--- config.mk ---
export PLATFORM = sky130hd
export DESIGN_NAME = etu_top
export DESIGN_NICKNAME = d
export VERILOG_FILES = /design/src/etu_pkg.sv /design/src/etu_top.sv /design/src/etu_blink.sv
export SDC_FILE = /design/constraint.sdc
export NUM_CORES = 1
export LEC_CHECK = 0
export BUFFER_PORTS_ARGS = -buffer_cell sky130_fd_sc_hd__buf_2
export CAP_MARGIN = 20
export CORE_MARGIN = 4
export CORE_UTILIZATION = 35
export DETAILED_ROUTE_END_ITERATION = 8
export GPL_TIMING_DRIVEN = 0
export MAX_ROUTING_LAYER = met4
export PLACE_DENSITY = 0.58
export SLEW_MARGIN = 20
export SYNTH_ARGS = -nofsm -noshare
export SYNTH_HDL_FRONTEND = slang
export SYNTH_SLANG_ARGS = --single-unit
--- constraint.sdc ---
create_clock -name mclk -period 9.1 [get_ports mclk]
set_input_delay 1.365 -clock mclk [delete_from_list [all_inputs] [get_ports mclk]]
set_output_delay 1.365 -clock mclk [all_outputs]
set_load 0.02 [all_outputs]
--- src/etu_pkg.sv ---
// constants, register map and types of the event trigger output unit
package etu_pkg;

  // clock and timing
  localparam int CLK_MHZ        = 100;
  localparam int PULSE_NS       = 100;
  localparam int PULSE_CYC      = (PULSE_NS * CLK_MHZ + 999) / 1000;
  localparam int BLINK_MS       = 50;
  localparam int BLINK_CYC      = BLINK_MS * CLK_MHZ * 1000;
  localparam int RUN_BLINK_MS   = 250;
  localparam int RUN_BLINK_CYC  = RUN_BLINK_MS * CLK_MHZ * 1000;
  localparam int ACT_LATENCY    = 1;

  // register byte offsets
  localparam logic [7:0] OFS_ACTION  = 8'h00;
  localparam logic [7:0] OFS_LEVEL   = 8'h04;
  localparam logic [7:0] OFS_DIR     = 8'h08;
  localparam logic [7:0] OFS_PATOUT  = 8'h0C;
  localparam logic [7:0] OFS_PATNEXT = 8'h10;
  localparam logic [7:0] OFS_LATCH   = 8'h14;
  localparam logic [7:0] OFS_MASK    = 8'h18;
  localparam logic [7:0] OFS_MATCH   = 8'h1C;
  localparam logic [7:0] OFS_SAMPLE  = 8'h20;
  localparam logic [7:0] OFS_PATNOW  = 8'h24;
  localparam logic [7:0] OFS_STATUS  = 8'h28;
  localparam logic [7:0] OFS_IRQMASK = 8'h2C;
  localparam logic [7:0] OFS_STOREPT = 8'h30;

  // action register fields
  localparam int ACT_PULSE  = 0;
  localparam int ACT_LEVEL  = 1;
  localparam int ACT_PATOUT = 2;
  localparam int ACT_STORE  = 3;
  localparam int ACT_STPAT  = 4;
  localparam int ACT_W      = 5;

  // status and mask fields
  localparam int ST_EVENT   = 0;
  localparam int ST_SYNCIN  = 1;
  localparam int ST_MATCH   = 2;
  localparam int ST_STDONE  = 3;
  localparam int ST_OVERRUN = 4;
  localparam int ST_W       = 5;

  // reset values
  localparam logic [ACT_W-1:0] RST_ACTION  = 5'h00;
  localparam logic [15:0]      RST_DIR     = 16'hFF00;
  localparam logic [15:0]      RST_PAT     = 16'h0000;
  localparam logic [ST_W-1:0]  RST_IRQMASK = 5'h00;

  // sequencer program state, as reported by the sequencer
  typedef enum logic [2:0] {
    SEQ_IDLE        = 3'h0,
    SEQ_EMPTY_STORE = 3'h1,
    SEQ_CODE_LOADED = 3'h2,
    SEQ_RUN         = 3'h3,
    SEQ_STOP        = 3'h4,
    SEQ_BREAK       = 3'h5,
    SEQ_ERROR       = 3'h6
  } etu_seq_e;

  // store sequencer states, gray along channel -> time -> pattern
  typedef enum logic [1:0] {
    STO_IDLE = 2'b00,
    STO_CHAN = 2'b01,
    STO_TIME = 2'b11,
    STO_PAT  = 2'b10
  } etu_sto_e;

endpackage

--- src/etu_top.sv ---
// event actions: trigger outputs, pattern port, event store, indicators, register slave
//
// The AHB-Lite register port and the address map are this design's own decisions.
`timescale 1ns/1ps
module etu_top
  import etu_pkg::*;
#(
  parameter int PATW      = 16,
  parameter int CHANS     = 6,
  parameter int DW        = 32,
  parameter int MAW       = 16,
  parameter int BLINK     = BLINK_CYC,
  parameter int RUN_BLINK = RUN_BLINK_CYC
) (
  // clock and reset
  input  wire logic                  mclk,
  input  wire logic                  rst_n,
  // ahb-lite slave
  input  wire logic                  hsel,
  input  wire logic [31:0]           haddr,
  input  wire logic [1:0]            htrans,
  input  wire logic                  hwrite,
  input  wire logic [2:0]            hsize,
  input  wire logic [31:0]           hwdata,
  input  wire logic                  hready,
  output logic      [31:0]           hrdata,
  output logic                       hreadyout,
  output logic                       hresp,
  output logic                       irq,
  // sequencer side
  input  wire logic                  seqEvent,
  input  wire logic [2:0]            seqState,
  input  wire logic                  seqLevelWe,
  input  wire logic                  seqLevelVal,
  input  wire logic [CHANS*DW-1:0]   chanValue,
  input  wire logic [DW-1:0]         timeValue,
  output logic                       syncEvent,
  output logic                       patMatch,
  // event store memory port
  output logic                       memWe,
  output logic      [MAW-1:0]        memAddr,
  output logic      [DW-1:0]         memData,
  // front panel pins
  input  wire logic                  ext_sync_input,
  output logic                       event_pulse_output,
  output logic                       event_level_output,
  input  wire logic [PATW-1:0]       patIn,
  output logic      [PATW-1:0]       patOut,
  output logic      [PATW-1:0]       patOe,
  // indicators
  output logic                       runLed,
  output logic                       syncInLed,
  output logic                       trigOutLed
);

  localparam int PCW = $clog2(PULSE_CYC + 1);
  localparam logic [PCW-1:0] PULSE_LOAD = PCW'(PULSE_CYC);
  localparam int RCW = $clog2(RUN_BLINK + 1);
  localparam logic [RCW-1:0] RUN_LAST = RCW'(RUN_BLINK - 1);
  localparam int CIW = $clog2(CHANS + 1);
  localparam logic [CIW-1:0] CHAN_LAST = CIW'(CHANS - 1);

  // ---------------- register slave ----------------
  logic [ACT_W-1:0] action;
  logic [PATW-1:0]  dirReg;
  logic [PATW-1:0]  patNext;
  logic [PATW-1:0]  latchEn;
  logic [PATW-1:0]  maskReg;
  logic [PATW-1:0]  matchReg;
  logic [PATW-1:0]  patSample;
  logic [ST_W-1:0]  status;
  logic [ST_W-1:0]  irqMask;
  logic [MAW-1:0]   storePtr;
  logic             wrPend;
  logic [7:0]       wrAddr;
  logic [PATW-1:0]  patNow;

  wire addrPhase = hsel & hready & htrans[1];
  wire rdAccept  = addrPhase & ~hwrite;
  wire wrAccept  = addrPhase & hwrite;
  wire upperZero = (haddr[31:8] == 24'h000000);
  wire [7:0] rdOfs = haddr[7:0];

  wire wrAction  = wrPend & (wrAddr == OFS_ACTION);
  wire wrLevel   = wrPend & (wrAddr == OFS_LEVEL);
  wire wrDir     = wrPend & (wrAddr == OFS_DIR);
  wire wrPatOut  = wrPend & (wrAddr == OFS_PATOUT);
  wire wrPatNext = wrPend & (wrAddr == OFS_PATNEXT);
  wire wrLatch   = wrPend & (wrAddr == OFS_LATCH);
  wire wrMask    = wrPend & (wrAddr == OFS_MASK);
  wire wrMatch   = wrPend & (wrAddr == OFS_MATCH);
  wire wrIrqMask = wrPend & (wrAddr == OFS_IRQMASK);
  wire wrStorePt = wrPend & (wrAddr == OFS_STOREPT);
  wire rdStatus  = rdAccept & upperZero & (rdOfs == OFS_STATUS);

  wire [31:0] rdMux =
      !upperZero                ? 32'h00000000 :
      (rdOfs == OFS_ACTION)     ? {{(32-ACT_W){1'b0}}, action} :
      (rdOfs == OFS_LEVEL)      ? {31'h00000000, event_level_output} :
      (rdOfs == OFS_DIR)        ? {{(32-PATW){1'b0}}, dirReg} :
      (rdOfs == OFS_PATOUT)     ? {{(32-PATW){1'b0}}, patOut} :
      (rdOfs == OFS_PATNEXT)    ? {{(32-PATW){1'b0}}, patNext} :
      (rdOfs == OFS_LATCH)      ? {{(32-PATW){1'b0}}, latchEn} :
      (rdOfs == OFS_MASK)       ? {{(32-PATW){1'b0}}, maskReg} :
      (rdOfs == OFS_MATCH)      ? {{(32-PATW){1'b0}}, matchReg} :
      (rdOfs == OFS_SAMPLE)     ? {{(32-PATW){1'b0}}, patSample} :
      (rdOfs == OFS_PATNOW)     ? {{(32-PATW){1'b0}}, patNow} :
      (rdOfs == OFS_STATUS)     ? {{(32-ST_W){1'b0}}, status} :
      (rdOfs == OFS_IRQMASK)    ? {{(32-ST_W){1'b0}}, irqMask} :
      (rdOfs == OFS_STOREPT)    ? {{(32-MAW){1'b0}}, storePtr} :
                                  32'h00000000;

  // zero wait states: read data is registered off the address phase
  always_ff @(posedge mclk) begin
    if (!rst_n) begin
      hrdata    <= 32'h00000000;
      hreadyout <= 1'b0;
      hresp     <= 1'b0;
      wrPend    <= 1'b0;
      wrAddr    <= 8'h00;
    end else begin
      hreadyout <= 1'b1;
      hresp     <= 1'b0;
      wrPend    <= wrAccept & upperZero;
      wrAddr    <= haddr[7:0];
      if (rdAccept) begin
        hrdata <= rdMux;
      end
    end
  end

  always_ff @(posedge mclk) begin
    if (!rst_n) begin
      action   <= RST_ACTION;
      dirReg   <= RST_DIR;
      patNext  <= RST_PAT;
      latchEn  <= RST_PAT;
      maskReg  <= RST_PAT;
      matchReg <= RST_PAT;
      irqMask  <= RST_IRQMASK;
    end else begin
      if (wrAction)  action   <= hwdata[ACT_W-1:0];
      if (wrDir)     dirReg   <= hwdata[PATW-1:0];
      if (wrPatNext) patNext  <= hwdata[PATW-1:0];
      if (wrLatch)   latchEn  <= hwdata[PATW-1:0];
      if (wrMask)    maskReg  <= hwdata[PATW-1:0];
      if (wrMatch)   matchReg <= hwdata[PATW-1:0];
      if (wrIrqMask) irqMask  <= hwdata[ST_W-1:0];
    end
  end

  // ---------------- input synchronisers ----------------
  logic [2:0]      syncPipe;
  logic            syncLevel;
  logic [PATW-1:0] patS1;
  logic [PATW-1:0] patS2;
  logic [PATW-1:0] patS3;
  logic [PATW-1:0] patStable;
  logic [PATW-1:0] holdBits;

  wire             syncAgree = (syncPipe[1] == syncPipe[2]);
  wire             syncRise  = syncAgree & syncPipe[1] & ~syncLevel;
  wire [PATW-1:0]  patAgree  = ~(patS2 ^ patS3);
  wire [PATW-1:0]  next_patStable = (patAgree & patS2) | (~patAgree & patStable);

  always_ff @(posedge mclk) begin
    if (!rst_n) begin
      syncPipe  <= 3'h0;
      syncLevel <= 1'b0;
      syncEvent <= 1'b0;
      patS1     <= RST_PAT;
      patS2     <= RST_PAT;
      patS3     <= RST_PAT;
      patStable <= RST_PAT;
    end else begin
      syncPipe  <= {syncPipe[1:0], ext_sync_input};
      if (syncAgree) syncLevel <= syncPipe[1];
      syncEvent <= syncRise;
      patS1     <= patIn;
      patS2     <= patS1;
      patS3     <= patS2;
      patStable <= next_patStable;
    end
  end

  // ---------------- event actions ----------------
  wire evPulse = seqEvent & action[ACT_PULSE];
  wire evLevel = seqEvent & action[ACT_LEVEL];
  wire evPat   = seqEvent & action[ACT_PATOUT];
  wire evStore = seqEvent & action[ACT_STORE];

  // held pulses survive until the event sample takes them; a pulse in that cycle is kept
  wire [PATW-1:0] patInputs = patStable & ~dirReg;
  wire [PATW-1:0] next_holdBits =
      (holdBits & ~{PATW{seqEvent}}) | (patInputs & latchEn);
  assign patNow = (dirReg & patOut) | (~dirReg & (patStable | (holdBits & latchEn)));

  wire matchNow = ((patNow & maskReg) == (matchReg & maskReg));

  logic [PCW-1:0] pulseCnt;
  logic           trigActivity;

  // software write wins over sequencer command, which wins over toggle
  wire next_level = wrLevel    ? hwdata[0] :
                    seqLevelWe ? seqLevelVal :
                    evLevel    ? ~event_level_output :
                                 event_level_output;

  // retrigger restarts the pulse, so a retriggered pulse stretches past the fixed length
  always_ff @(posedge mclk) begin
    if (!rst_n) begin
      pulseCnt           <= '0;
      event_pulse_output <= 1'b0;
      event_level_output <= 1'b0;
      trigActivity       <= 1'b0;
    end else begin
      if (evPulse) begin
        pulseCnt           <= PULSE_LOAD - PCW'(1);
        event_pulse_output <= 1'b1;
      end else if (pulseCnt != '0) begin
        pulseCnt <= pulseCnt - PCW'(1);
      end else begin
        event_pulse_output <= 1'b0;
      end
      event_level_output <= next_level;
      trigActivity       <= evPulse | (next_level != event_level_output);
    end
  end

  always_ff @(posedge mclk) begin
    if (!rst_n) begin
      patOut    <= RST_PAT;
      patOe     <= RST_DIR;
      patSample <= RST_PAT;
      holdBits  <= RST_PAT;
      patMatch  <= 1'b0;
    end else begin
      if (wrPatOut)   patOut <= hwdata[PATW-1:0];
      else if (evPat) patOut <= patNext;
      patOe    <= dirReg;
      if (seqEvent) patSample <= patNow;
      holdBits <= next_holdBits;
      patMatch <= matchNow;
    end
  end

  // ---------------- event store ----------------
  etu_sto_e       stoState;
  etu_sto_e       next_stoState;
  logic [CIW-1:0] chanIdx;
  logic [DW-1:0]  chanHold [CHANS];
  logic [DW-1:0]  timeHold;
  logic [PATW-1:0] patHold;
  logic           storePat;

  wire stoBusy    = (stoState != STO_IDLE);
  wire stoStart   = evStore & ~stoBusy;
  wire stoOverrun = evStore & stoBusy;
  wire stoDone    = ((stoState == STO_TIME) & ~storePat) | (stoState == STO_PAT);

  always_comb begin
    next_stoState = stoState;
    unique case (stoState)
      STO_IDLE: if (stoStart) next_stoState = STO_CHAN;
      STO_CHAN: if (chanIdx == CHAN_LAST) next_stoState = STO_TIME;
      STO_TIME: next_stoState = storePat ? STO_PAT : STO_IDLE;
      STO_PAT:  next_stoState = STO_IDLE;
    endcase
  end

  wire [DW-1:0] stoWord =
      (stoState == STO_CHAN) ? chanHold[chanIdx] :
      (stoState == STO_TIME) ? timeHold :
                               {{(DW-PATW){1'b0}}, patHold};

  // values are frozen at the event so a slow store still records event-time data
  always_ff @(posedge mclk) begin
    if (stoStart) begin
      for (int i = 0; i < CHANS; i++) begin
        chanHold[i] <= chanValue[i*DW +: DW];
      end
      timeHold <= timeValue;
      patHold  <= patNow;
    end
  end

  always_ff @(posedge mclk) begin
    if (!rst_n) begin
      stoState <= STO_IDLE;
      chanIdx  <= '0;
      storePat <= 1'b0;
      storePtr <= '0;
      memWe    <= 1'b0;
      memAddr  <= '0;
      memData  <= '0;
    end else begin
      stoState <= next_stoState;
      memWe    <= stoBusy;
      memAddr  <= storePtr;
      memData  <= stoWord;
      if (stoStart) begin
        chanIdx  <= '0;
        storePat <= action[ACT_STPAT];
      end else if (stoState == STO_CHAN) begin
        chanIdx <= chanIdx + CIW'(1);
      end
      if (wrStorePt) storePtr <= hwdata[MAW-1:0];
      else if (stoBusy) storePtr <= storePtr + MAW'(1);
    end
  end

  // ---------------- status and interrupt ----------------
  logic matchPrev;
  wire [ST_W-1:0] stSet;
  assign stSet[ST_EVENT]   = seqEvent;
  assign stSet[ST_SYNCIN]  = syncRise;
  assign stSet[ST_MATCH]   = matchNow & ~matchPrev;
  assign stSet[ST_STDONE]  = stoDone;
  assign stSet[ST_OVERRUN] = stoOverrun;

  // read clears, but a same-cycle event still sets
  wire [ST_W-1:0] next_status = (status & ~{ST_W{rdStatus}}) | stSet;

  always_ff @(posedge mclk) begin
    if (!rst_n) begin
      status    <= '0;
      // a trivial match right after reset is not a rising edge
      matchPrev <= 1'b1;
      irq       <= 1'b0;
    end else begin
      status    <= next_status;
      matchPrev <= matchNow;
      irq       <= |(next_status & irqMask);
    end
  end

  // ---------------- indicators ----------------
  logic [RCW-1:0] runCnt;
  logic           runPhase;
  wire            seqRun   = (seqState == SEQ_RUN);
  wire            seqPause = (seqState == SEQ_STOP) | (seqState == SEQ_BREAK);

  always_ff @(posedge mclk) begin
    if (!rst_n) begin
      runCnt   <= '0;
      runPhase <= 1'b0;
      runLed   <= 1'b0;
    end else begin
      if (runCnt == RUN_LAST) begin
        runCnt   <= '0;
        runPhase <= ~runPhase;
      end else begin
        runCnt <= runCnt + RCW'(1);
      end
      runLed <= seqRun | (seqPause & runPhase);
    end
  end

  etu_blink #(.HOLD(BLINK)) u_syncBlink (
    .mclk (mclk),
    .rst_n(rst_n),
    .trig (syncRise),
    .led  (syncInLed)
  );

  etu_blink #(.HOLD(BLINK)) u_trigBlink (
    .mclk (mclk),
    .rst_n(rst_n),
    .trig (trigActivity),
    .led  (trigOutLed)
  );

endmodule

--- src/etu_blink.sv ---
// retriggerable activity stretcher for indicator lamps
`timescale 1ns/1ps
module etu_blink #(
  parameter int HOLD = 1000
) (
  // clock and reset
  input  wire logic mclk,
  input  wire logic rst_n,
  // activity in, lamp out
  input  wire logic trig,
  output logic      led
);

  localparam int CW = $clog2(HOLD + 1);
  localparam logic [CW-1:0] LOAD = CW'(HOLD - 1);

  logic [CW-1:0] cnt;
  wire           busy = (cnt != '0);

  always_ff @(posedge mclk) begin
    if (!rst_n) begin
      cnt <= '0;
      led <= 1'b0;
    end else if (trig) begin
      cnt <= LOAD;
      led <= 1'b1;
    end else if (busy) begin
      cnt <= cnt - CW'(1);
    end else begin
      led <= 1'b0;
    end
  end

endmodule

# Word level (Yosys, flattened, before mapping)
# Memory sizes are Yosys's and may differ from the RTL's. A register that Yosys moved wholly into a read port is not among the register bits.
# Index checks and enable logic that the tools add are counted.
dict set report totals {
  register_bits 474
  ramBits 192
  output_inout_bits 123
  word_cells 220
  mem_count 1
}
dict set report op_classes {
  n_addsub 6
  eq_ne 37
  n_mux 44
  bitwise 63
  n_reduce_logical 20
}
# memory depth width rd rd_clocked_by_memory_dff write_ports line_no
set mem_list {}
lappend mem_list {chanHold 6 32 1 1 6 etu_top.sv:251} ;# logic [DW-1:0] chanHold [CHANS];
# operator n
set op_table {}
lappend op_table {{$mux 16} 18}
lappend op_table {{$and 16x16->16} 10}
lappend op_table {{$mux 23} 4}
lappend op_table {{$eq 8x5->1 const B} 8}
lappend op_table {{$mux 32} 2}
lappend op_table {{$not 16->16} 4}
lappend op_table {{$or 16x16->16} 4}
lappend op_table {{$eq 8x6->1 const B} 7}
lappend op_table {{$reduce_bool 23->1} 2}
lappend op_table {{$sub 23x1->23 const B} 2}
lappend op_table {{$eq 8x4->1 const B} 4}
lappend op_table {{$and 1x1->1} 28}
lappend op_table {{$add 25x1->25 const B} 1}
lappend op_table {{$eq 25x25->1 const B} 1}
lappend op_table {{$logic_not 24->1} 1}
lappend op_table {{$add 16x1->16 const B} 1}
lappend op_table {{$eq 16x16->1} 1}
lappend op_table {{$eq 8x3->1 const B} 2}
lappend op_table {{$logic_not 8->1} 2}
lappend op_table {{$xor 16x16->16} 1}
lappend op_table {{$mux 1} 12}
lappend op_table {{$reduce_bool 2->1} 6}
lappend op_table {{$and 5x5->5} 2}
lappend op_table {{$ne 2x2->1 const B} 5}
lappend op_table {{other kinds (21)} 42}

# Longest topological paths before layout
# Gate-level depths: netlist of run 1.
dict set report depth {
  word_depth 15
  mapped_depth 9
  mapped_depth_nobuf 8
}

# Cells and area by module
# A second synthesis of run 1 with hierarchy kept.
dict set report hier_totals {
  cells_unflattened 2316
  hier_area_um2 26147.6
}
# mod n_inst cells_each area_each_um2 seq_area_each_um2
set by_module_without_submodules {}
lappend by_module_without_submodules {etu_top 1 2028 23635.2 14513.9}
lappend by_module_without_submodules {etu_blink 2 144 1256.2 480.5}

# Worst setup path before layout of run 1
# Ideal clock, no wire load.
dict set report synth_path {
  kind {input to register}
  from {input port seqEvent}
  to {register storePat}
  setup_time_ps 135
  arrival_time_ps 6942
  required_time_ps 8965
  path_slack_ps 2023
  stages 5
  n_path_buf 1
  cell_sequence {clkbuf_1 nand3_1 inv_1 mux2i_1 nor2_1}
}
dict set report synth_via {
  elab_chain_cells 2
}
# element line_no
set synth_lines {}
lappend synth_lines {{start: declaration} etu_top.sv:31} ;# input wire logic seqEvent,
lappend synth_lines {{$and 1x1->1} etu_top.sv:190} ;# wire evStore = seqEvent & action[ACT_STORE];
lappend synth_lines {{$and 1x1->1} etu_top.sv:257} ;# wire stoStart = evStore & ~stoBusy;
lappend synth_lines {{via stoStart} etu_top.sv:257}
lappend synth_lines {{end signal: assignment} etu_top.sv:303} ;# storePat <= action[ACT_STPAT];
lappend synth_lines {{end: declaration} etu_top.sv:254} ;# logic storePat;
# The timed path passes the listed nets, and every way through them passes these cells.
# A chain may end at the register's enable or synchronous reset.

# Worst setup path in the final report of run 1
dict set report layout_path {
  from {input port haddr[1]}
  to {register hrdata[0]}
}
dict set report layout_via {
  elab_chain_cells 15
  elab_cells_between_ends 27
}
# element line_no
set layout_lines {}
lappend layout_lines {{start: declaration} etu_top.sv:20} ;# input wire logic [31:0] haddr,
lappend layout_lines {{$eq 8x6->1} etu_top.sv:110} ;# (rdOfs == OFS_STOREPT) ? {{(32-MAW){1'b0}}, storePtr} :
lappend layout_lines {{$mux 16} etu_top.sv:110}
lappend layout_lines {{$mux 16} etu_top.sv:109} ;# (rdOfs == OFS_IRQMASK) ? {{(32-ST_W){1'b0}}, irqMask} :
lappend layout_lines {{$mux 16} etu_top.sv:108} ;# (rdOfs == OFS_STATUS) ? {{(32-ST_W){1'b0}}, status} :
lappend layout_lines {{$mux 16} etu_top.sv:107} ;# (rdOfs == OFS_PATNOW) ? {{(32-PATW){1'b0}}, patNow} :
lappend layout_lines {{$mux 16} etu_top.sv:106} ;# (rdOfs == OFS_SAMPLE) ? {{(32-PATW){1'b0}}, patSample} :
lappend layout_lines {{$mux 16} etu_top.sv:105} ;# (rdOfs == OFS_MATCH) ? {{(32-PATW){1'b0}}, matchReg} :
lappend layout_lines {{$mux 16} etu_top.sv:104} ;# (rdOfs == OFS_MASK) ? {{(32-PATW){1'b0}}, maskReg} :
lappend layout_lines {{$mux 16} etu_top.sv:103} ;# (rdOfs == OFS_LATCH) ? {{(32-PATW){1'b0}}, latchEn} :
lappend layout_lines {{$mux 16} etu_top.sv:102} ;# (rdOfs == OFS_PATNEXT) ? {{(32-PATW){1'b0}}, patNext} :
lappend layout_lines {{$mux 16} etu_top.sv:101} ;# (rdOfs == OFS_PATOUT) ? {{(32-PATW){1'b0}}, patOut} :
lappend layout_lines {{$mux 16} etu_top.sv:100} ;# (rdOfs == OFS_DIR) ? {{(32-PATW){1'b0}}, dirReg} :
lappend layout_lines {{$mux 16} etu_top.sv:99} ;# (rdOfs == OFS_LEVEL) ? {31'h00000000, event_level_output} :
lappend layout_lines {{$mux 16 (*)} etu_top.sv:98} ;# (rdOfs == OFS_ACTION) ? {{(32-ACT_W){1'b0}}, action} :
lappend layout_lines {{$mux 16 (*)} etu_top.sv:97} ;# !upperZero ? 32'h00000000 :
lappend layout_lines {{end signal: assignment} etu_top.sv:127} ;# hrdata <= rdMux;
lappend layout_lines {{end: declaration} etu_top.sv:26} ;# output logic [31:0] hrdata,
# Every way passes the cells marked *; elsewhere a longest branch is shown, timed or not.

==> results.tsv, run 1 <==
stage	metric	value	unit
outcome	status	complete, no violations	
final_layout	area taken by multi-input logic gates	0.00981	mm^2
clock_tree	CTS sink count	653	
global_routing	global-route wire length before repair	127	mm
global_routing	gr usage total	22.1	%
worst_setup_path	CP startpoint kind	input port	
timing	RSZ-0062 raised after global routing	false	
timing	Final WS setup	5.35	ns
worst_setup_path	CP endpoint kind	register	
worst_setup_path	FF-to-FF End	irq	
logic_synthesis	synthesized area	0.0260	mm^2
worst_setup_path	CP max FO	8	
logic_synthesis	Simple-Gate Fraction of Synth Area	15.7	%
flow_run	Max Cap Violations	0	
placement	GPL Wtd Cong	1.00	
hold_path	Worst Hold Path EP	patS2[4]	
worst_setup_path	critical path's most frequent cell	buf_2	
logic_synthesis	Cell variety after synth	72	
logic_synthesis	Post-Synthesis Cells	2330	
logic_synthesis	Yosys reg bits	653	
final_layout	commonest cells after routing, fill and taps aside	buf_2, dfxtp_1, nor2_1	
floorplanning	I/O Pins	444	
worst_setup_path	r2r setup slk	5.93	ns
clock_tree	clock buffer depth	3	
logic_synthesis	number of synthesized flops with an enable pin	240	
clock_tree	Resize count post-CTS	0	
logic_synthesis	Avg Synthesized Cell Area	11.2	um^2
timing	Final Skew	0.0248	ns
pwr	PD cells	212	mW/mm^2
clock_tree	Post-CTS Setup Inserts	0	
global_routing	largest net degree at the start of global routing	84	
final_layout	Finished Cell Area	0.0318	mm^2
placement	DP Worst Slack	4.79	ns
detailed_routing	DRT antenna net count	0	
clock_tree	TritonCTS clock tree	done	
clock_tree	Clock Pin Slew Worst Setup and Hold Paths	0.06	ns
logic_synthesis	largest family of logic cells by synthesized area	simple AND/OR/NAND/NOR gates	
detailed_routing	DR WL/cell	22.5	um
worst_setup_path	CP max stage cell	nor4_1	
pwr	Leak	12.2	nW
final_layout	share of layout cells above drive strength 1	22.3	%
clock_tree	Hold Buf Count CTS	0	
timing	fmax	267	MHz
detailed_routing	Post-route DRC	0	
floorplanning	num rows	99	
hold_path	Hold Path Depth	1	
logic_synthesis	area fraction in compound gates after synthesis	9.67	%
global_routing	initial antenna violation count	17	
worst_setup_path	CP required	9.64	ns
placement	Port Buf Inserts	397	
worst_setup_path	RR Startpoint	dirReg[3]	
pwr	Sw Pwr	1.64	mW
floorplanning	die width	281	um
timing	Tcrit/Tclk final	41.2	%
floorplanning	chip height	281	um
final_layout	most common library cell in the layout ignoring fill and taps	buf_2	
clock_tree	Root Buffer	clkbuf_16	
pwr	clock share of power	44.7	%
pwr	combinational share of power	8.6	%
clock_tree	Clk Latency, worst-skew pair	0.62	ns
final_layout	Layout area overhead	22.4	%
logic_synthesis	prevailing post-synth register cell	dfxtp_1	
final_layout	register area	0.0155	mm^2
hold_path	Worst Hold Launch	patS1[4]	
detailed_routing	1st-pass router iterations	6	
final_layout	fill count	6984	
timing	worst slew pin tran	1.22	ns
floorplanning	CORE AREA	0.0733	mm^2
logic_synthesis	XOR/XNOR share of the synthesized area	2.66	%
logic_synthesis	asr flop ratio synth	0	%
logic_synthesis	Warnings, synthesis	0	
worst_setup_path	Critical Path AT	4.29	ns
placement	hpwl dp	66.0	mm
pwr	switch share	24.2	%
clock_tree	number of buffers created by CTS	76	
floorplanning	DIE AREA	0.0787	mm^2
detailed_routing	drt via density	5.25	
timing	final setup violating endpoints	0	
placement	dpl cell area	0.0293	mm^2
timing	Worst slew margin	18.2	%
logic_synthesis	sequential area share after synthesis	59.5	%
hold_path	worst hold path class	register to register	
detailed_routing	WL final	86.9	mm
timing	max-slew violation count	0	
global_routing	vias in the first global route	20129	
worst_setup_path	Setup CP Type	input port to register	
pwr	Int Power	5.13	mW
detailed_routing	Iter 0 DRT Violations	1835	
worst_setup_path	slowest stage delay, CP	1.02	ns
worst_setup_path	reg2reg path depth	6	
timing	Fin. Hold Viols	0	
floorplanning	initial core utilization	35.5	%
final_layout	nets	3153	
timing	fin crit period	3.75	ns
pwr	sequential power share	46.8	%
detailed_routing	vias	20232	
logic_synthesis	Post-Synth Adder-Cell Area	0.385	%
clock_tree	Clock H-tree levels	3	
worst_setup_path	crit-path cells	buf_2 -> nor4_1 -> and3_1 -> buf_2 -> a21oi_1 -> a21o_1 -> a2111oi_0 -> o311a_1	
global_routing	GRT Residual Overflow	0	
pwr	worst vdd ir	107	uV
logic_synthesis	post-synthesis mux area share	9.01	%
-- layout make-up --
cell class              count  area share [%]
diodes                     12          0.0944
multi-input cells        1510            30.8
flip-flops and latches    653            48.6
well taps                 959            3.77
repair buffers            400            6.43
inverters                  36           0.448
clock buffers             106            6.72
clock inverters            33            1.02
plain buffers             147            2.02
-- cell families (layout without fill, tap and decap cells) --
| logic type | count (synthesis) | count (layout) |
|---|---|---|
| buffers and inverters | 183 | 722 |
| other | 1 | 29 |
| multiplexers | 190 | 190 |
| AO/OA/AOI/OAI | 382 | 382 |
| flip-flops | 653 | 653 |
| AND/OR/NAND/NOR | 834 | 834 |
| XOR/XNOR | 79 | 79 |
| adder cells (fa/ha/maj) | 8 | 8 |
-- worst max path at each step --
stage / from / endpoint
floorplan: seqEvent / storePat
CTS: haddr[20] / hrdata[1]
global route: haddr[20] / hrdata[1]
detailed placement: haddr[20] / hrdata[1]
global placement: seqEvent / storePat
finish: haddr[1] / hrdata[0]
-- routing by layer --
metal	part of all wire (%)	global-route usage, %	up-vias
met5	0	-	-
met2	50	37.2	676
met3	5.7	3.54	159
met1	41	27.0	9985
met4	3.2	8.00	0
li1	-	-	9412
-- worst max-delay path, delay by kind of cell --
kind            cells  cell delay (ns)
compound gates      4             1.24
simple gates        2             1.30
buf+inv             2             0.38
-- per-stage QoR --
step                      std cells  setup TNS, ns  total power, mW  util (%)  hold WS, ns
final                          3856              0             6.76      43.4        0.432
after global routing           3855              0             7.03      43.4        0.449
after CTS                      3844              0             6.83      43.3        0.434
after detailed placement       3705              0             3.79      40.0        0.418
after global placement         3702          -7.44             3.76      39.9        0.419
after floorplan                2346              0             3.59         -        0.412
-- synthesized netlist by cell type, types with 5 or more instances --
cell type	count	area share, %
nor4_1	21	0.51
nand3_1	73	1.4
nor2b_1	6	0.14
edfxtp_1	240	28
mux2i_1	126	4.9
nand3b_1	21	0.61
and2_1	87	2.1
dfxtp_1	413	32
or4_1	8	0.23
a22oi_1	8	0.23
a311oi_1	16	0.54
buf_1	6	0.087
a2111oi_0	6	0.20
a31o_2	9	0.30
mux4_2	32	2.8
nand2b_1	46	1.1
a31oi_1	8	0.19
clkbuf_1	107	1.5
o2111ai_1	11	0.37
nor2_1	254	3.7
a21oi_1	147	2.8
nand2_1	203	2.9
ha_1	8	0.38
o211ai_1	18	0.52
xnor2_1	33	1.1
buf_4	17	0.49
a221oi_1	26	0.88
xor2_1	46	1.5
nor3_1	34	0.65
nand4_1	12	0.29
nand4b_1	5	0.17
o21ai_0	35	0.67
buf_2	16	0.31
inv_1	34	0.49
mux2_2	32	1.4
or3_1	20	0.48
and3_1	15	0.36
a211oi_1	65	1.9
-- registers in the layout, indices dropped and copies added, names as in the netlist, 23 cells and up, named ones only --
| signal | count |
|---|---|
| chanHold | 192 |
| timeHold | 32 |
| runCnt | 25 |
| u_syncBlink.cnt | 23 |
| u_trigBlink.cnt | 23 |
| memData | 32 |
-- power groups by stage --
| stage | clock [mW] | sequential, mW | combinational, mW |
|---|---|---|---|
| after detailed placement | 0 | 3.22 | 0.570 |
| after global placement | 0 | 3.22 | 0.543 |
| final | 3.02 | 3.16 | 0.580 |
| after floorplan | 0 | 3.21 | 0.376 |
| after CTS | 3.09 | 3.16 | 0.576 |
| after global routing | 3.22 | 3.17 | 0.641 |
No activity file was read; power rests on OpenSTA's default activity.
==> run 2: changes to the inputs <==
ABC_AREA = 1   (was unset)
PLACE_DENSITY = 0.6   (was 0.58)
clock period = 3.2 ns   (was 9.1 ns; I/O delays follow)
==> results.tsv, run 2 <==
stage	metric	value	unit	change
detailed_routing	vias	22394		+11%
floorplanning	initial core utilization	35.2	%	-0.23 points
timing	fin crit period	2.91	ns	
pwr	clock share of power	44.1	%	-0.6 points
final_layout	Layout area overhead	23.9	%	
pwr	Sw Pwr	5.01	mW	+210%
logic_synthesis	most common cell in the netlist	nand2_1		
detailed_routing	Post-route DRC	0		unchanged
detailed_routing	drt via density	4.92		-6.2%
logic_synthesis	leading area contributor after synthesis	dfxtp_1		
pwr	Leak	13.7	nW	+12%
clock_tree	number of buffers created by CTS	74		-2.6%
worst_setup_path	CP required	3.67	ns	-5.97 ns
floorplanning	DIE AREA	0.0792	mm^2	+0.68%
logic_synthesis	Avg Synthesized Cell Area	8.77	um^2	-21%
final_layout	max reg flops	192		unchanged
pwr	switch share	25.3	%	+1.1 points
final_layout	Layout Cells excl Fill	4550		+18%
timing	Fin. Hold Viols	0		unchanged
detailed_routing	1st-pass router iterations	6		unchanged
logic_synthesis	number of synthesized flops with an enable pin	240		unchanged
clock_tree	Clk Latency, worst-skew pair	0.63	ns	about the same
clock_tree	TritonCTS clock tree	done		
clock_tree	Clock Pin Slew Worst Setup and Hold Paths	0.06	ns	about the same
logic_synthesis	prevailing post-synth register cell	dfxtp_1		
pwr	combinational share of power	10.2	%	+1.6 points
detailed_routing	DR WL/cell	19.7	um	-13%
logic_synthesis	sequential area share after synthesis	59.1	%	-0.41 points
detailed_routing	DRT antenna net count	0		unchanged
pwr	Int Power	14.8	mW	+190%
logic_synthesis	synth cell count leaders	nand2_1, dfxtp_1, inv_1, o21ai_0, nor2_1		
final_layout	Largest regs	chanHold: 192 flops, memData: 32 flops, timeHold: 32 flops		
placement	hpwl dp	68.7	mm	+4.2%
timing	RSZ-0062 raised after global routing	false		
clock_tree	Root Buffer	clkbuf_16		
clock_tree	clock buffer depth	3		unchanged
clock_tree	CTS sink count	653		unchanged
global_routing	GRT Residual Overflow	0		unchanged
worst_setup_path	Setup CP Type	register to register		
timing	final setup violating endpoints	0		unchanged
pwr	PD cells	610	mW/mm^2	+190%
timing	Worst slew margin	23.8	%	+5.6 points
global_routing	largest net degree at the start of global routing	27		-68%
worst_setup_path	CP startpoint kind	register		
hold_path	worst hold path class	input port to register		
floorplanning	I/O Pins	444		unchanged
logic_synthesis	top area cells in the synthesized netlist	dfxtp_1, edfxtp_1, nand2_1, o21ai_0, a21oi_1		
pwr	worst vdd ir	402	uV	+270%
clock_tree	Post-CTS Setup Inserts	0		unchanged
logic_synthesis	Post-Synthesis Cells	2987		+28%
logic_synthesis	Yosys reg bits	653		unchanged
global_routing	gr usage total	22.3	%	+0.20 points
detailed_routing	routed wl met3	7.33	mm	+49%
global_routing	global-route wire length before repair	130	mm	+2.0%
floorplanning	chip height	282	um	+0.34%
outcome	status	complete, no violations		
pwr	sequential power share	45.7	%	-1.1 points
placement	placed insts	4388		+18%
worst_setup_path	CP endpoint kind	register		
logic_synthesis	Warnings, synthesis	0		unchanged
logic_synthesis	synthesized area	0.0262	mm^2	+0.70%
floorplanning	num rows	100		+1.0%
timing	final hold slack	0.0361	ns	-0.396 ns
detailed_routing	Max Used Layer	met4		
timing	Final Skew	0.0278	ns	+0.00304 ns
detailed_routing	Iter 0 DRT Violations	1710		-6.8%
flow_run	Max Cap Violations	0		unchanged
timing	max-slew violation count	0		unchanged
worst_setup_path	Critical Path AT	3.38	ns	-0.91 ns
final_layout	most common library cell in the layout ignoring fill and taps	nand2_1		
placement	Port Buf Inserts	405		+2.0%
final_layout	Largest Register	chanHold		
clock_tree	Clock H-tree levels	3		unchanged
logic_synthesis	asr flop ratio synth	0	%	unchanged
final_layout	share of layout cells above drive strength 1	17.4	%	-4.9 points
timing	Tcrit/Tclk final	91.0	%	
final_layout	commonest cells after routing, fill and taps aside	nand2_1, buf_2, dfxtp_1		
detailed_routing	met2 wire len	42.7	mm	-1.8%
timing	sum of negative setup slack	0	ns	unchanged
logic_synthesis	Cell variety after synth	53		-26%
floorplanning	die width	282	um	+0.34%
timing	worst slew pin tran	1.14	ns	-0.0725 ns
timing	fmax	344	MHz	
worst_setup_path	CP max FO	10		+2
detailed_routing	Met1 Wirelength	36.8	mm	+3.2%
placement	GPL Wtd Cong	0.913		-9.1%
global_routing	vias in the first global route	21240		+5.5%
final_layout	nets	3833		+22%
logic_synthesis	top-area cell type share of the netlist area	31.6	%	-0.22 points
detailed_routing	WL final	89.6	mm	+3.1%
floorplanning	CORE AREA	0.0743	mm^2	+1.4%
global_routing	initial antenna violation count	14		-3
[run 2: cell count changes after synthesis, sizes merged, moves of 46 or more]
| cell | change |
|---|---|
| a211oi | -62 |
| a21oi | +135 |
| and2 | -86 |
| inv | +293 |
| mux2i | -126 |
| nand2 | +374 |
| nand2b | -46 |
| nor2 | +63 |
| o21ai | +277 |
| o22ai | +67 |
[run 2: power groups by stage]
stage / sequential (mW) / combinational, mW / clock [mW]
2_1_floorplan: 9.17 / 1.40 / 0
3_3_place_gp: 9.21 / 1.95 / 0
3_5_place_dp: 9.21 / 1.98 / 0
4_1_cts: 9.03 / 2.01 / 8.92
5_1_grt: 9.07 / 2.29 / 9.23
6_report: 9.04 / 2.02 / 8.73
[run 2: metrics by stage]
stage / util [%] / power [mW] / setup slack, ns / instance area, um^2
floorplan: - / 10.6 / -1.68 / 26300
global placement: 39.7 / 11.2 / -3.94 / 29500
detailed placement: 40.1 / 11.2 / 0.345 / 29800
CTS: 43.6 / 20.0 / 0.266 / 32400
global route: 43.7 / 20.6 / 0.219 / 32400
finish: 43.7 / 19.8 / 0.289 / 32400
[run 2: worst paths after layout]
kind                  start               to  slack (ns)  cells after the start
max reg2reg        register      memData[16]        0.29                      7
min reg2reg       patS1[15]        patS2[15]        0.41                      2
min          chanValue[118]  chanHold[3][22]        0.04                      1
max                register      memData[16]        0.29                      7
[run 2: layout make-up]
| class | instances | area (um^2) |
|---|---|---|
| antenna | 15 | 37.5 |
| buffer | 141 | 632 |
| clock buffer | 110 | 2230 |
| clock inverter | 28 | 302 |
| fill | 7403 | 41900 |
| inverter | 335 | 1260 |
| multi-input combinational | 1874 | 8920 |
| sequential | 653 | 15500 |
| tap | 969 | 1210 |
| timing repair buffer | 425 | 2380 |
[run 2: timing repair]
action | CTS | global route
hold buffers | 9 | 0
hold endpoints to repair | 9 | 0
gates resized for setup | 0 | 0
[run 2: critical path: stages (launching register included)]
cell	delay [ns]
dfxtp_1	0.30
clkbuf_1	0.38
clkbuf_1	0.59
clkbuf_1	0.56
nor2_1	0.11
o22ai_1	0.34
nand2_1	0.12
a21oi_1	0.37
[run 2: cells by family after synthesis]
family	after synthesis	synth area share, %
xor gates and xnor gates	34	1.14
AOI/OAI and AO/OA	723	14.7
and+or+nand+nor	1092	17.6
buffers and inverters	476	7.13
other	1	0.0143
adders and majority gates	8	0.382
DFF	653	59.1
[run 2: metal layers]
layer  track usage, %  vias to the layer above
li1                 -                    11024
met1             27.0                    10440
met2             37.0                      788
met3             4.70                      142
met4             7.90                        0
met5                -                        -
